### src/core/cafbe_consts.vh
// Constants for the arithmetic, flag and branch evaluation block
`ifndef CAFBE_CONSTS_VH
`define CAFBE_CONSTS_VH

// Register byte offsets on the APB bus
`define CAFBE_OFS_CMD      8'h00
`define CAFBE_OFS_OPERAND  8'h04
`define CAFBE_OFS_ACC_ONE  8'h08
`define CAFBE_OFS_ACC_TWO  8'h0C
`define CAFBE_OFS_DOUBLE   8'h10
`define CAFBE_OFS_INDEX_X  8'h14
`define CAFBE_OFS_PC       8'h18
`define CAFBE_OFS_CCR      8'h1C
`define CAFBE_OFS_STATUS   8'h20

// Command word fields
`define CAFBE_CMD_OP_MSB   4
`define CAFBE_CMD_OP_LSB   0
`define CAFBE_CMD_LONG_BIT 8

// Operation codes
`define CAFBE_OP_NOP       5'h00
`define CAFBE_OP_ABX       5'h01
`define CAFBE_OP_ADD_CARRY_ACC_ONE      5'h02
`define CAFBE_OP_ADD_CARRY_ACC_TWO      5'h03
`define CAFBE_OP_ADD_ACC_ONE      5'h04
`define CAFBE_OP_ADD_ACC_TWO      5'h05
`define CAFBE_OP_ADD_DOUBLE_ACC      5'h06
`define CAFBE_OP_AND_ACC_ONE      5'h07
`define CAFBE_OP_AND_ACC_TWO      5'h08
`define CAFBE_OP_AND_FLAGS_IMMEDIATE     5'h09
`define CAFBE_OP_ASLA      5'h0A
`define CAFBE_OP_ASLB      5'h0B
`define CAFBE_OP_ASRA      5'h0C
`define CAFBE_OP_ASRB      5'h0D
`define CAFBE_OP_BCC       5'h0E
`define CAFBE_OP_BCS       5'h0F
`define CAFBE_OP_BEQ       5'h10
`define CAFBE_OP_BGE       5'h11
`define CAFBE_OP_BGT       5'h12
`define CAFBE_OP_ASLM      5'h13
`define CAFBE_OP_ASRM      5'h14

// Condition code bit positions
`define CAFBE_CC_E         7
`define CAFBE_CC_F         6
`define CAFBE_CC_H         5
`define CAFBE_CC_I         4
`define CAFBE_CC_N         3
`define CAFBE_CC_Z         2
`define CAFBE_CC_V         1
`define CAFBE_CC_C         0

// Reset values
`define CAFBE_CCR_RESET    8'h50
`define CAFBE_BYTE_RESET   8'h00
`define CAFBE_WORD_RESET   16'h0000

// Status register fields
`define CAFBE_ST_TAKEN     0
`define CAFBE_ST_ILLEGAL   1
`define CAFBE_ST_OP_LSB    8

// Byte unit function select
`define CAFBE_ALU_ADD      2'h0
`define CAFBE_ALU_ADC      2'h1
`define CAFBE_ALU_ASL      2'h2
`define CAFBE_ALU_ASR      2'h3

`endif

### src/core/cafbe_alu8.v
// Byte add and arithmetic shift unit with flag outputs
`timescale 1ns/10ps
`include "cafbe_consts.vh"

module cafbe_alu8 (
  input  wire [1:0] func,
  input  wire [7:0] opa,
  input  wire [7:0] opm,
  input  wire       cin,
  output reg  [7:0] res,
  output reg        half,
  output reg        neg,
  output reg        zero,
  output reg        ovf,
  output reg        carry
);

  reg [8:0] sum;

  // Result and flags for the selected byte function
  always @* begin
    sum   = 9'h000;
    res   = 8'h00;
    half  = 1'b0;
    ovf   = 1'b0;
    carry = 1'b0;
    case (func)
      `CAFBE_ALU_ADD, `CAFBE_ALU_ADC: begin
        sum = {1'b0, opa} + {1'b0, opm}
              + {8'h00, (func == `CAFBE_ALU_ADC) & cin};
        res   = sum[7:0];
        half  = opa[4] ^ opm[4] ^ sum[4];
        ovf   = (opa[7] == opm[7]) & (sum[7] != opa[7]);
        carry = sum[8];
      end
      `CAFBE_ALU_ASL: begin
        res   = {opa[6:0], 1'b0};
        ovf   = opa[7] ^ opa[6];
        carry = opa[7];
      end
      `CAFBE_ALU_ASR: begin
        res   = {opa[7], opa[7:1]};
        carry = opa[0];
      end
      default: begin
        res = 8'h00;
      end
    endcase
    neg  = res[7];
    zero = (res == 8'h00);
  end

endmodule

### src/core/cafbe_core.v
// Execution unit for adds, ANDs, shifts and conditional branches
//
// The APB slave port and the placing of the registers were decided locally.
`timescale 1ns/10ps
`include "cafbe_consts.vh"

// Overview of operation
// - Index X gains zero-extended accumulator two
// - Add with carry: accumulator plus byte plus carry
// - Plain byte add updates H N Z V C
// - Byte adds: nibble half-carry, sign, zero, carries
// - Double add of big-endian word, H kept
// - Accumulator AND sets N Z, clears V
// - Condition codes ANDed with immediate byte
// - Left shift inserts zero, N Z updated
// - Left shift: C old bit7, V b7^b6
// - Right shift keeps bit7, C old bit0
// - Carry clear branch adds offset, flags kept
// - Carry set branch adds offset, flags kept
// - Equal branch taken when zero is set
// - Greater-or-equal branch when N equals V
// - Greater branch when Z clear, N equals V
module cafbe_core #(
  parameter AW = 8
) (
  input  wire          CLK,
  input  wire          RST,
  input  wire          PSEL,
  input  wire          PENABLE,
  input  wire          PWRITE,
  input  wire [AW-1:0] PADDR,
  input  wire [31:0]   PWDATA,
  output reg  [31:0]   PRDATA,
  output reg           PREADY,
  output reg           PSLVERR
);

  // Architectural state
  reg  [7:0]  accumulator_one;
  reg  [7:0]  accumulator_two;
  reg  [15:0] index_register_x;
  reg  [15:0] prog_counter;
  reg  [7:0]  condition_code_register;
  reg  [15:0] operand;
  reg  [4:0]  last_op;
  reg         last_long;
  reg         last_taken;
  reg         last_illegal;

  // Next values of the execution path
  reg  [7:0]  next_acc_one;
  reg  [7:0]  next_acc_two;
  reg  [15:0] next_index_x;
  reg  [15:0] next_pc;
  reg  [7:0]  next_ccr;
  reg  [15:0] next_operand;
  reg         next_taken;
  reg         next_illegal;

  // Byte unit connections
  reg  [1:0]  alu_func;
  reg  [7:0]  alu_opa;
  wire [7:0]  alu_res;
  wire        alu_half;
  wire        alu_neg;
  wire        alu_zero;
  wire        alu_ovf;
  wire        alu_carry;

  // Double add helpers
  wire [15:0] double_acc;
  wire [16:0] double_sum;
  wire        double_ovf;

  // Bus decode
  wire [4:0]  cmd_op;
  wire        cmd_long;
  wire        bus_setup;
  wire        bus_write;
  reg  [31:0] next_rdata;
  reg         next_err;

  // Branch condition from an opcode and the current flags
  function branch_cond;
    input [4:0] op;
    input [7:0] cc;
    begin
      case (op)
        `CAFBE_OP_BCC: branch_cond = ~cc[`CAFBE_CC_C];
        `CAFBE_OP_BCS: branch_cond = cc[`CAFBE_CC_C];
        `CAFBE_OP_BEQ: branch_cond = cc[`CAFBE_CC_Z];
        `CAFBE_OP_BGE:
          branch_cond = ~(cc[`CAFBE_CC_N] ^ cc[`CAFBE_CC_V]);
        `CAFBE_OP_BGT:
          branch_cond = ~cc[`CAFBE_CC_Z]
                        & ~(cc[`CAFBE_CC_N] ^ cc[`CAFBE_CC_V]);
        default: branch_cond = 1'b0;
      endcase
    end
  endfunction

  // True for the relative branch opcodes
  function is_branch;
    input [4:0] op;
    begin
      is_branch = (op >= `CAFBE_OP_BCC) && (op <= `CAFBE_OP_BGT);
    end
  endfunction

  // Sign-extended branch offset, short or long form
  function [15:0] branch_offset;
    input [15:0] opnd;
    input        long_form;
    begin
      if (long_form) begin
        branch_offset = opnd;
      end else begin
        branch_offset = {{8{opnd[7]}}, opnd[7:0]};
      end
    end
  endfunction

  // Match of a bus address against a register offset
  function addr_is;
    input [AW-1:0] addr;
    input [7:0]    ofs;
    begin
      addr_is = (addr == ofs[AW-1:0]);
    end
  endfunction

  assign cmd_op    = PWDATA[`CAFBE_CMD_OP_MSB:`CAFBE_CMD_OP_LSB];
  assign cmd_long  = PWDATA[`CAFBE_CMD_LONG_BIT];
  assign bus_setup = PSEL & ~PENABLE;
  assign bus_write = PSEL & PENABLE & PREADY & PWRITE;

  // Double accumulator view and its 17-bit sum
  assign double_acc = {accumulator_one, accumulator_two};
  assign double_sum = {1'b0, double_acc} + {1'b0, operand};
  assign double_ovf = (double_acc[15] == operand[15])
                      & (double_sum[15] != double_acc[15]);

  // Byte unit function and operand selection
  always @* begin
    alu_func = `CAFBE_ALU_ADD;
    alu_opa  = accumulator_one;
    case (cmd_op)
      `CAFBE_OP_ADD_CARRY_ACC_ONE: alu_func = `CAFBE_ALU_ADC;
      `CAFBE_OP_ADD_CARRY_ACC_TWO: begin
        alu_func = `CAFBE_ALU_ADC;
        alu_opa  = accumulator_two;
      end
      `CAFBE_OP_ADD_ACC_TWO: alu_opa = accumulator_two;
      `CAFBE_OP_ASLA: alu_func = `CAFBE_ALU_ASL;
      `CAFBE_OP_ASLB: begin
        alu_func = `CAFBE_ALU_ASL;
        alu_opa  = accumulator_two;
      end
      `CAFBE_OP_ASRA: alu_func = `CAFBE_ALU_ASR;
      `CAFBE_OP_ASRB: begin
        alu_func = `CAFBE_ALU_ASR;
        alu_opa  = accumulator_two;
      end
      `CAFBE_OP_ASLM: begin
        alu_func = `CAFBE_ALU_ASL;
        alu_opa  = operand[7:0];
      end
      `CAFBE_OP_ASRM: begin
        alu_func = `CAFBE_ALU_ASR;
        alu_opa  = operand[7:0];
      end
      default: alu_func = `CAFBE_ALU_ADD;
    endcase
  end

  cafbe_alu8 u_alu8 (
    .func  (alu_func),
    .opa   (alu_opa),
    .opm   (operand[7:0]),
    .cin   (condition_code_register[`CAFBE_CC_C]),
    .res   (alu_res),
    .half  (alu_half),
    .neg   (alu_neg),
    .zero  (alu_zero),
    .ovf   (alu_ovf),
    .carry (alu_carry)
  );

  // Effect of the command written in this cycle
  always @* begin
    next_acc_one = accumulator_one;
    next_acc_two = accumulator_two;
    next_index_x = index_register_x;
    next_pc      = prog_counter;
    next_ccr     = condition_code_register;
    next_operand = operand;
    next_taken   = 1'b0;
    next_illegal = 1'b0;
    case (cmd_op)
      `CAFBE_OP_NOP: begin
        next_taken = 1'b0;
      end
      `CAFBE_OP_ABX: begin
        next_index_x = index_register_x
                       + {8'h00, accumulator_two};
      end
      `CAFBE_OP_ADD_CARRY_ACC_ONE, `CAFBE_OP_ADD_ACC_ONE: begin
        next_acc_one = alu_res;
        next_ccr[`CAFBE_CC_H] = alu_half;
        next_ccr[`CAFBE_CC_N] = alu_neg;
        next_ccr[`CAFBE_CC_Z] = alu_zero;
        next_ccr[`CAFBE_CC_V] = alu_ovf;
        next_ccr[`CAFBE_CC_C] = alu_carry;
      end
      `CAFBE_OP_ADD_CARRY_ACC_TWO, `CAFBE_OP_ADD_ACC_TWO: begin
        next_acc_two = alu_res;
        next_ccr[`CAFBE_CC_H] = alu_half;
        next_ccr[`CAFBE_CC_N] = alu_neg;
        next_ccr[`CAFBE_CC_Z] = alu_zero;
        next_ccr[`CAFBE_CC_V] = alu_ovf;
        next_ccr[`CAFBE_CC_C] = alu_carry;
      end
      `CAFBE_OP_ADD_DOUBLE_ACC: begin
        next_acc_one = double_sum[15:8];
        next_acc_two = double_sum[7:0];
        next_ccr[`CAFBE_CC_N] = double_sum[15];
        next_ccr[`CAFBE_CC_Z] = (double_sum[15:0] == 16'h0000);
        next_ccr[`CAFBE_CC_V] = double_ovf;
        next_ccr[`CAFBE_CC_C] = double_sum[16];
      end
      `CAFBE_OP_AND_ACC_ONE, `CAFBE_OP_AND_ACC_TWO: begin
        if (cmd_op == `CAFBE_OP_AND_ACC_ONE) begin
          next_acc_one = accumulator_one & operand[7:0];
        end else begin
          next_acc_two = accumulator_two & operand[7:0];
        end
        next_ccr[`CAFBE_CC_N] = (cmd_op == `CAFBE_OP_AND_ACC_ONE) ?
          next_acc_one[7] : next_acc_two[7];
        next_ccr[`CAFBE_CC_Z] = (cmd_op == `CAFBE_OP_AND_ACC_ONE) ?
          (next_acc_one == 8'h00) : (next_acc_two == 8'h00);
        next_ccr[`CAFBE_CC_V] = 1'b0;
      end
      `CAFBE_OP_AND_FLAGS_IMMEDIATE: begin
        next_ccr = condition_code_register & operand[7:0];
      end
      `CAFBE_OP_ASLA, `CAFBE_OP_ASLB, `CAFBE_OP_ASLM,
      `CAFBE_OP_ASRA, `CAFBE_OP_ASRB, `CAFBE_OP_ASRM: begin
        if (cmd_op == `CAFBE_OP_ASLA || cmd_op == `CAFBE_OP_ASRA) begin
          next_acc_one = alu_res;
        end else if (cmd_op == `CAFBE_OP_ASLB
                     || cmd_op == `CAFBE_OP_ASRB) begin
          next_acc_two = alu_res;
        end else begin
          next_operand = {8'h00, alu_res};
        end
        // Half-carry is left as it was, being undefined for shifts
        next_ccr[`CAFBE_CC_N] = alu_neg;
        next_ccr[`CAFBE_CC_Z] = alu_zero;
        next_ccr[`CAFBE_CC_C] = alu_carry;
        if (alu_func == `CAFBE_ALU_ASL) begin
          next_ccr[`CAFBE_CC_V] = alu_ovf;
        end
      end
      default: begin
        if (is_branch(cmd_op)) begin
          // Flags stay as they were for every branch
          next_taken = branch_cond(cmd_op, condition_code_register);
          if (next_taken) begin
            next_pc = prog_counter
                      + branch_offset(operand, cmd_long);
          end
        end else begin
          next_illegal = 1'b1;
        end
      end
    endcase
  end

  // Read data and error answer for the addressed register
  always @* begin
    next_rdata = 32'h0000_0000;
    next_err   = 1'b0;
    if (PADDR[1:0] != 2'b00) begin
      next_err = 1'b1;
    end else if (addr_is(PADDR, `CAFBE_OFS_CMD)) begin
      next_rdata[`CAFBE_CMD_OP_MSB:`CAFBE_CMD_OP_LSB] = last_op;
      next_rdata[`CAFBE_CMD_LONG_BIT] = last_long;
    end else if (addr_is(PADDR, `CAFBE_OFS_OPERAND)) begin
      next_rdata[15:0] = operand;
    end else if (addr_is(PADDR, `CAFBE_OFS_ACC_ONE)) begin
      next_rdata[7:0] = accumulator_one;
    end else if (addr_is(PADDR, `CAFBE_OFS_ACC_TWO)) begin
      next_rdata[7:0] = accumulator_two;
    end else if (addr_is(PADDR, `CAFBE_OFS_DOUBLE)) begin
      next_rdata[15:0] = double_acc;
    end else if (addr_is(PADDR, `CAFBE_OFS_INDEX_X)) begin
      next_rdata[15:0] = index_register_x;
    end else if (addr_is(PADDR, `CAFBE_OFS_PC)) begin
      next_rdata[15:0] = prog_counter;
    end else if (addr_is(PADDR, `CAFBE_OFS_CCR)) begin
      next_rdata[7:0] = condition_code_register;
    end else if (addr_is(PADDR, `CAFBE_OFS_STATUS)) begin
      next_rdata[`CAFBE_ST_TAKEN]   = last_taken;
      next_rdata[`CAFBE_ST_ILLEGAL] = last_illegal;
      next_rdata[`CAFBE_ST_OP_LSB+4:`CAFBE_ST_OP_LSB] = last_op;
    end else begin
      next_err = 1'b1;
    end
  end

  // APB answer: one wait-free access phase after each setup cycle
  always @(posedge CLK) begin
    if (RST) begin
      PREADY  <= 1'b0;
      PSLVERR <= 1'b0;
      PRDATA  <= 32'h0000_0000;
    end else begin
      PREADY  <= bus_setup;
      PSLVERR <= bus_setup & next_err;
      if (bus_setup && !PWRITE) begin
        PRDATA <= next_rdata;
      end
    end
  end

  // Register writes and command execution
  always @(posedge CLK) begin
    if (RST) begin
      accumulator_one         <= `CAFBE_BYTE_RESET;
      accumulator_two         <= `CAFBE_BYTE_RESET;
      index_register_x        <= `CAFBE_WORD_RESET;
      prog_counter            <= `CAFBE_WORD_RESET;
      condition_code_register <= `CAFBE_CCR_RESET;
      operand                 <= `CAFBE_WORD_RESET;
      last_op                 <= `CAFBE_OP_NOP;
      last_long               <= 1'b0;
      last_taken              <= 1'b0;
      last_illegal            <= 1'b0;
    end else if (bus_write && PADDR[1:0] == 2'b00) begin
      if (addr_is(PADDR, `CAFBE_OFS_CMD)) begin
        accumulator_one         <= next_acc_one;
        accumulator_two         <= next_acc_two;
        index_register_x        <= next_index_x;
        prog_counter            <= next_pc;
        condition_code_register <= next_ccr;
        operand                 <= next_operand;
        last_op                 <= cmd_op;
        last_long               <= cmd_long;
        last_taken              <= next_taken;
        last_illegal            <= next_illegal;
      end else if (addr_is(PADDR, `CAFBE_OFS_OPERAND)) begin
        operand <= PWDATA[15:0];
      end else if (addr_is(PADDR, `CAFBE_OFS_ACC_ONE)) begin
        accumulator_one <= PWDATA[7:0];
      end else if (addr_is(PADDR, `CAFBE_OFS_ACC_TWO)) begin
        accumulator_two <= PWDATA[7:0];
      end else if (addr_is(PADDR, `CAFBE_OFS_DOUBLE)) begin
        accumulator_one <= PWDATA[15:8];
        accumulator_two <= PWDATA[7:0];
      end else if (addr_is(PADDR, `CAFBE_OFS_INDEX_X)) begin
        index_register_x <= PWDATA[15:0];
      end else if (addr_is(PADDR, `CAFBE_OFS_PC)) begin
        prog_counter <= PWDATA[15:0];
      end else if (addr_is(PADDR, `CAFBE_OFS_CCR)) begin
        condition_code_register <= PWDATA[7:0];
      end
    end
  end

endmodule

### config.mk
export PLATFORM = sky130hd
export DESIGN_NAME = cafbe_core
export DESIGN_NICKNAME = d
export VERILOG_FILES = /design/src/core/cafbe_alu8.v /design/src/core/cafbe_core.v
export VERILOG_INCLUDE_DIRS = /design/src /design/src/core
export SDC_FILE = /design/constraint.sdc
export NUM_CORES = 1
export LEC_CHECK = 0
export BUFFER_PORTS_ARGS = -buffer_cell sky130_fd_sc_hd__buf_2
export CAP_MARGIN = 20
export CORE_MARGIN = 2
export CORE_UTILIZATION = 40
export DETAILED_ROUTE_END_ITERATION = 16
export SYNTH_ARGS = -nofsm -noshare
export SYNTH_HDL_FRONTEND = slang
export SYNTH_SLANG_ARGS = --single-unit
### constraint.sdc
create_clock -name CLK -period 6.5 [get_ports CLK]
set_input_delay 1.95 -clock CLK [delete_from_list [all_inputs] [get_ports CLK]]
set_output_delay 1.95 -clock CLK [all_outputs]
set_load 0.005 [all_outputs]
== Word level (Yosys, flattened, before mapping) ==
Cells that the tools add are included.
Widths: inputs -> output; s select.

* Magnitude comparators: 2
* Bitwise operators: 20
* Eq/ne operators: 59
* Mux-type cells: 103
* Reductions and logical operators: 45
* Add/sub/neg operators: 5

{| class="wikitable"
|+ Operator list
! cell !! count
|-
| $mux 16 || 30
|-
| $mux 8 || 29
|-
| $pmux 8 s4 || 2
|-
| $eq 5x4->1 const B || 8
|-
| $reduce_and 9->1 || 4
|-
| $eq 8x5->1 const B || 4
|-
| $logic_not 8->1 || 4
|-
| $eq 5x5->1 const B || 5
|-
| $and 8x8->8 || 3
|-
| $pmux 8 s3 || 1
|-
| $mux 1 || 22
|-
| $ne 2x2->1 const B || 11
|-
| $eq 5x3->1 const B || 4
|-
| $reduce_and 10->1 || 2
|-
| $add 16x16->17 || 1
|-
| $add 16x16->16 || 1
|-
| $add 16x8->16 || 1
|-
| $eq 8x4->1 const B || 2
|-
| $logic_not 16->1 || 1
|-
| $pmux 8 s2 || 1
|-
| $reduce_or 16->1 || 1
|-
| $mux 5 || 3
|-
| $ne 3x3->1 const B || 5
|-
| $pmux 3 s5 || 1
|-
| 45 further kinds || 88
|}

* Register bits after elaboration: 98
* Output and inout bits: 34
* Logic and storage cells: 251
* Input bits: 45

== Longest topological paths before layout ==
Gate-level depths: netlist (run 1).

* Depth after elaboration: 14
* Depth in mapped cells: 17
* Gate-level depth less buffers: 14

== By module ==
From an unflattened synthesis (run 1), not the netlist that was laid out.

* Cell total of the unflattened synthesis: 1,147
* Area, all modules: 8,434.3 um^2

{| class="wikitable"
|+ Modules (own cells, without submodules)
! module !! seq. area each (um^2) !! cells each !! instances !! area each (um^2)
|-
| cafbe_core || 1,961.9 || 1,070 || 1 || 7,823.8
|-
| cafbe_alu8 || 0.0 || 77 || 1 || 610.6
|}

== Worst setup path before layout (run 1) ==
OpenSTA, ideal clock, no wires.

* Path type: input port to flip-flop
* From: in PWDATA[1]
* To: reg condition_code_register[2]
* Setup time: 0.126 ns
* Data required time: 6.374 ns
* Stages on the path: 16
* Buffers on the path: 2
* Arrival time: 5.112 ns
* Slack: 1.263 ns
* Cell sequence: buf_4 > and3b_1 > clkbuf_1 > o21a_2 > o311ai_1 > inv_1 > fa_1 > fa_1 > nor2b_1 > o31ai_1 > a21boi_0 > o31ai_1 > o211a_1 > nor2b_1 > a41oi_1 > o31ai_1

* Cells in the longest elaborated chain, start to end: 10
* Elaborated cells on any way between the ends: 45
* Classes of those cells: 2 x add/sub; 18 x eq/ne; 10 x mux; 1 x bitwise; 14 x reduce/logical

{| class="wikitable"
|+ RTL lines
! element !! line !! RTL
|-
| from (decl) || cafbe_core.v:32 || <nowiki>input wire [31:0] PWDATA,</nowiki>
|-
| parallel branches: the longest is 10 deep, another holds $add 8x8->9 || - ||
|-
| to (signal assigned) || cafbe_core.v:333 || <nowiki>condition_code_register <= `CAFBE_CCR_RESET;</nowiki>
|-
| to (signal assigned) || cafbe_core.v:345 || <nowiki>condition_code_register <= next_ccr;</nowiki>
|-
| to (signal assigned) || cafbe_core.v:365 || <nowiki>condition_code_register <= PWDATA[7:0];</nowiki>
|-
| to (decl) || cafbe_core.v:43 || <nowiki>reg [7:0] condition_code_register;</nowiki>
|}

Parallel ways; which one is timed is not known. The select of a mux whose other input is x is not followed.
A chain may end at the register's enable or synchronous reset.

== Worst setup path after layout (run 1) ==
Same ends and word-level chain as after synthesis.

==> reports/results.ini, run 1 <==
[layout]
fin_cells=1457
final_util_pct=44.0
layout-drive-gt1-share_pct=10.2
final_cell_mix=nor2_1, nand2_1, a21oi_1
design_area_um2=9230
final_common_cell=nor2_1
fin_nets=1272
areaGrowthSynthToFinish_pct=8.25

[floorplanning]
die_w_um=150
die_area_um2=22500
rows=53
io_pins=79
coreArea_um2=21000
die_h_um=150
start_util_pct=40.7

[sta]
layout_min_cycle_time_ns=5.46
slew_viol_final=0
finClkSkew_ns=0.00942
slew_headroom_pct=34.6
setup_viol=0
fin_crit_sh_pct=83.9
hold_viol_final=0
fin_ws_ns=1.04
setup_tns_ns=0
rsz0062_at_grt=false
holdWs_ns=0.465
fmax_mhz=183
worstMarginPinSlew_ns=0.973

[detailed_routing]
first_iter_violations=1221
vias_per_cell=6.41
post_drt_wl_per_cell_um=22.0
route.vias.total=9335
routed_wl_mm=32.0
dr.pass1.iters=6
drtAntennaViolNets=0
drcViolationCount=0

[placement]
pre_cts_slack_ns=0.785
place_area_um2=8930
dp_hpwl_mm=23.2
gp_congestion=0.994
port_buffers=46
dp.cells=1440

[clock_network]
tritoncts=yes
path_clk_slew_ns=0.08
cts_hold_buf=0
clk_latency_ns=0.37
clockBufferDepth=2
numCtsBuffers=9
postCtsSetupBuffers=0
cts_htree_levels=3
cts-resized-gates=0
root_buffer=clkbuf_16
clock-sinks=98

[power_and_ir_drop]
power.share.switching_pct=28.8
max-vdd-ir-drop_v=0.0000958
power_switching_mw=0.371
p_int_mw=0.916
power_density_nw_per_um2=139
clkPwrFrac_pct=43.8
seq_power_share_pct=46.8
combPwrFrac_pct=9.4
power.leakage_nw=3.45
p_total_mw=1.29

[global_route]
grt_max_degree=50
antenna_found_initial=0
grt_pass1_vias=8187
grt_pass1_wl_mm=48.3
grt_usage_pct=27.9
overflow=0

[setup_path]
end_kind=register
crit_type=primary input to register
path_max_fanout=10
cp.arrival_ns=5.69
cp-start-kind=primary input
timing.critical_path.required_ns=6.74
r2r_start=accumulator_one[0]$_SDFFE_PP0P_
startpoint=PWDATA[1]

[yosys]
netlist_area_um2=8530
synthArstFlopShare_pct=0
synth_seq_cells=98
syn_area_per_cell_um2=7.27
yosysSeqAreaShare_pct=23.0
synth_flop_cell=dfxtp_1
syn_inst=1173
ys_warn_count=0
yosys.cell_types.count=81
synth-edff-count=0

[hold_path]
hp-class=register to register
worstHoldStart=last_long$_SDFFE_PP0P_

[status]
status=completed

[run]
maxCapViolations=0

==> routing by layer <==
layer | GRT usage, % | vias to the layer above | wire length [um]
li1 | - | 4338 | -
met1 | 38.1 | 4413 | 13900
met2 | 43.2 | 504 | 13900
met3 | 4.66 | 80 | 2920
met4 | 11.9 | 0 | 1270
met5 | 0 | - | 0
==> state kept, by name, summed over array words and instances, names as in the netlist <==
name / cells
PRDATA: 16
index_register_x: 16
operand: 16
prog_counter: 16
accumulator_one: 8
accumulator_two: 8
condition_code_register: 8
last_op: 5
PREADY: 1
PSLVERR: 1
last_illegal: 1
last_long: 1
last_taken: 1
==> kinds of logic (layout without fill, tap and decap cells) <==
kind of cell,count (synthesis),in the layout,share of synthesized area (%)
AND/OR/NAND/NOR,426,426,23.4
XOR/XNOR,31,31,3.27
multiplexers,15,15,1.86
adder cells (fa/ha/maj),51,51,7.92
buffers and inverters,125,118,6.53
flip-flops,98,98,23.0
other,1,17,0.0440
AO/OA/AOI/OAI,426,426,33.9
==> power groups by stage <==
stage | clock network [mW] | logic, mW | registers (mW)
3_3_place_gp | 0 | 0.117 | 0.616
4_1_cts | 0.562 | 0.118 | 0.601
2_1_floorplan | 0 | 0.0809 | 0.616
3_5_place_dp | 0 | 0.117 | 0.616
5_1_grt | 0.586 | 0.129 | 0.602
6_report | 0.563 | 0.121 | 0.601
==> cell type report <==
type                            count  area (um2)
Antenna cell                        1        2.50
Clock buffer                       10         239
Clock inverter                      6        57.6
Fill cell                        2207       11700
Inverter                           30         113
Multi-Input combinational cell    965        6090
Sequential cell                    98        1960
Tap cell                          275         344
Timing Repair Buffer               72         425
==> final timing paths <==
kind	slack [ns]	endpoint	depth (start not counted)
worst min-delay path	0.46	last_long$_SDFFE_PP0P_	2
worst min register to register	0.46	last_long$_SDFFE_PP0P_	2
worst max-delay path	1.04	condition_code_register[2]$_SDFFE_PP0P_	15
worst max register to register	2.60	condition_code_register[2]$_SDFFE_PP0P_	13
==> cells in the mapped netlist (6+ instances only) <==
library cell	instances	share of area, %
clkbuf_1	53	2.3
a221o_1	13	1.5
xor2_1	9	0.92
nand2_1	124	5.5
o211ai_1	17	1.5
nand2b_1	18	1.3
nor4_1	6	0.44
inv_1	29	1.3
o31ai_1	8	0.70
ha_1	46	6.8
a31oi_1	20	1.5
nand3_1	33	1.9
nand4_1	8	0.59
dfxtp_1	98	23
a221oi_1	12	1.2
xnor2_1	21	2.2
o22ai_1	16	1.2
nor2b_1	17	1.2
buf_4	17	1.5
nor3_1	26	1.5
mux2_2	7	0.92
o21a_1	15	1.3
o221ai_1	6	0.62
or3_1	9	0.66
a21oi_1	123	7.2
o21ai_0	56	3.3
nor2_1	140	6.2
and3_1	9	0.66
mux2i_1	8	0.94
buf_1	6	0.26
a21boi_0	6	0.53
a211oi_1	30	2.6
a21o_1	13	1.1
a22oi_1	26	2.3
buf_2	19	1.1
and2_1	10	0.73
nand3b_1	7	0.62
a311oi_1	10	1.0
==> worst max-delay path, cell delays in order <==
cell      delay [ns]
buf_2           0.19
and3b_1         0.29
o21a_2          0.33
o311ai_1        0.33
inv_1           0.15
fa_1            0.44
fa_1            0.39
nor2b_1         0.23
o31ai_1         0.10
a21boi_0        0.25
o31ai_1         0.10
o211a_1         0.35
nor2b_1         0.17
a41oi_1         0.30
o31ai_1         0.11
No activity file was read; power rests on OpenSTA's default activity.
==> inputs of run 2 (changes only) <==
Settings changed: ABC_AREA from default to 1.
Clock period 6.5 ns to 5.6 ns, I/O delays scaled along.
==> run 2 against run 1 <==
Non-clock buffer count down 20. First-iteration DRC count down 9.0%. Routed wire length up 4.6%. Combinational power about the same. Design area up 3.6%. Via count up 5.9%. Critical endpoint unchanged. Die area up 4.6%. Hold slack worse by 0.0039 ns.
==> reports/results.ini, run 2 <==
[yosys]
synth.area.top_cells=dfxtp_1, nand2_1, o21ai_0
synthTopCellsByCount=nand2_1, inv_1, o21ai_0, a21oi_1, nand3_1
synth-edff-count=0
syn_inst=1440
syn_area_per_cell_um2=6.20
yosysMostFrequentCell=nand2_1
netlist_area_um2=8930
yosys.cell_types.count=60
ys_warn_count=0
yosysSeqAreaShare_pct=22.0
synth_top_area_share_pct=22.0
synthArstFlopShare_pct=0
synth_flop_cell=dfxtp_1
netlist.top_cell.by_area=dfxtp_1
synth_seq_cells=98

[hold_path]
holdPathStages=2
worstHoldStart=PRDATA[3]$_SDFFE_PP0P_
hp-class=register to register

[clock_network]
path_clk_slew_ns=0.07
cts-resized-gates=0
cts_htree_levels=3
clock-sinks=98
postCtsSetupBuffers=0
root_buffer=clkbuf_16
numCtsBuffers=9
clk_latency_ns=0.35
cts_hold_buf=0
tritoncts=yes
clockBufferDepth=2

[power_and_ir_drop]
seq_power_share_pct=48.8
power.leakage_nw=4.50
power.share.switching_pct=26.3
max-vdd-ir-drop_v=0.000142
power_density_nw_per_um2=149
clkPwrFrac_pct=42.6
p_int_mw=1.05
power_switching_mw=0.375
combPwrFrac_pct=8.5
p_total_mw=1.43

[setup_path]
cp.arrival_ns=5.18
end_kind=register
cp-start-kind=primary input
r2r_start=accumulator_one[0]$_SDFFE_PP0P_
crit_type=primary input to register
r2r_cells=14
path_max_fanout=9
startpoint=PWDATA[2]
timing.critical_path.required_ns=5.88

[global_route]
grt_pass1_wl_mm=51.7
antenna_found_initial=0
grt_usage_pct=27.9
grt_max_degree=40
grt_pass1_vias=9123
overflow=0

[sta]
setup_viol=0
fin_ws_ns=0.704
slew_viol_final=0
worstMarginPinSlew_ns=1.08
layout_min_cycle_time_ns=4.90
rsz0062_at_grt=false
fin_crit_sh_pct=87.4
finClkSkew_ns=0.00986
setup_tns_ns=0
fmax_mhz=204
slew_headroom_pct=28.0
hold_viol_final=0

[layout]
multiInputGateArea_um2=5940
regArea_um2=1960
fin_cells=1743
fin_nets=1554
final_common_cell=nand2_1
areaGrowthSynthToFinish_pct=7.15
fillCellCount=2426
final_cell_mix=nand2_1, inv_1, o21ai_0
antennaDiodeCount=0
layout-drive-gt1-share_pct=10.1

[floorplanning]
start_util_pct=40.8
io_pins=79
coreArea_um2=21900
die_w_um=153
die_h_um=153
rows=54
die_area_um2=23500

[placement]
pre_cts_slack_ns=0.435
dp.cells=1727
gp_congestion=1.02
port_buffers=46
dp_hpwl_mm=26.0

[detailed_routing]
route.vias.total=9887
routed_wl_mm=33.5
dr.pass1.iters=6
post_drt_wl_per_cell_um=19.2
drtAntennaViolNets=0
first_iter_violations=1111
drcViolationCount=0
vias_per_cell=5.67

[run]
maxCapViolations=0

[status]
status=completed

## run 2: critical path: stages
cell,delay (ns)
buf_2,0.14
nor2_1,0.22
nand2_2,0.12
nor2_4,0.18
nor2_8,0.09
inv_4,0.11
nand2_1,0.06
nand3_1,0.13
inv_1,0.09
fa_1,0.44
fa_1,0.43
o31ai_1,0.53
xor2_1,0.13
nand2_1,0.09
nand3_1,0.18
nor2_1,0.15
nand2_1,0.06
o21bai_1,0.16
nand2_1,0.07
a21oi_1,0.13
## run 2: cells by family (layout without fill, tap and decap cells)
kind of cell | Yosys count | in the layout | share of synthesized area [%]
and+or+nand+nor | 641 | 641 | 33.0
AOI/OAI and AO/OA | 380 | 380 | 24.2
buffers and inverters | 258 | 266 | 12.1
DFF | 98 | 98 | 22.0
adders and majority gates | 51 | 51 | 7.57
xor gates and xnor gates | 11 | 11 | 1.08
other | 1 | 16 | 0.0420
## run 2: layout make-up
cell class / count / area share [%]
clock buffers: 12 / 2.68
clock inverters: 4 / 0.275
inverters: 198 / 7.85
multi-input cells: 1099 / 62.1
flip-flops and latches: 98 / 20.5
well taps: 280 / 3.66
repair buffers: 52 / 2.88
## run 2: layer usage
metal / up-vias / part of all wire, % / global-route usage (%)
met1: 4550 / 44 / 38.3
met5: - / 0 / 0
li1: 4852 / - / -
met4: 0 / 2.7 / 8.26
met2: 418 / 44 / 43.6
met3: 67 / 9.0 / 6.58
## run 2: final timing paths
| check | to | slack (ns) |
|---|---|---|
| worst min register to register | PRDATA[3]$_SDFFE_PP0P_ | 0.46 |
| worst max-delay path | condition_code_register[2]$_SDFFE_PP0P_ | 0.70 |
| worst max register to register | condition_code_register[2]$_SDFFE_PP0P_ | 2.28 |
| worst min-delay path | PRDATA[3]$_SDFFE_PP0P_ | 0.46 |
## run 2: power groups by stage
stage                     registers (mW)  clock network [mW]  logic [mW]
after floorplan                    0.714                   0      0.0837
after global placement             0.713                   0       0.119
after detailed placement           0.713                   0       0.119
after CTS                          0.697               0.616       0.119
after global routing               0.697               0.640       0.132
final                              0.697               0.609       0.122
## run 2: per-stage QoR
step	utilization, %	cell area [um2]	hold slack (ns)
finish	43.7	9560	0.461
global route	43.7	9560	0.487
CTS	43.7	9560	0.462
detailed placement	42.4	9280	0.452
global placement	42.4	9280	0.450
floorplan	-	8980	0.450
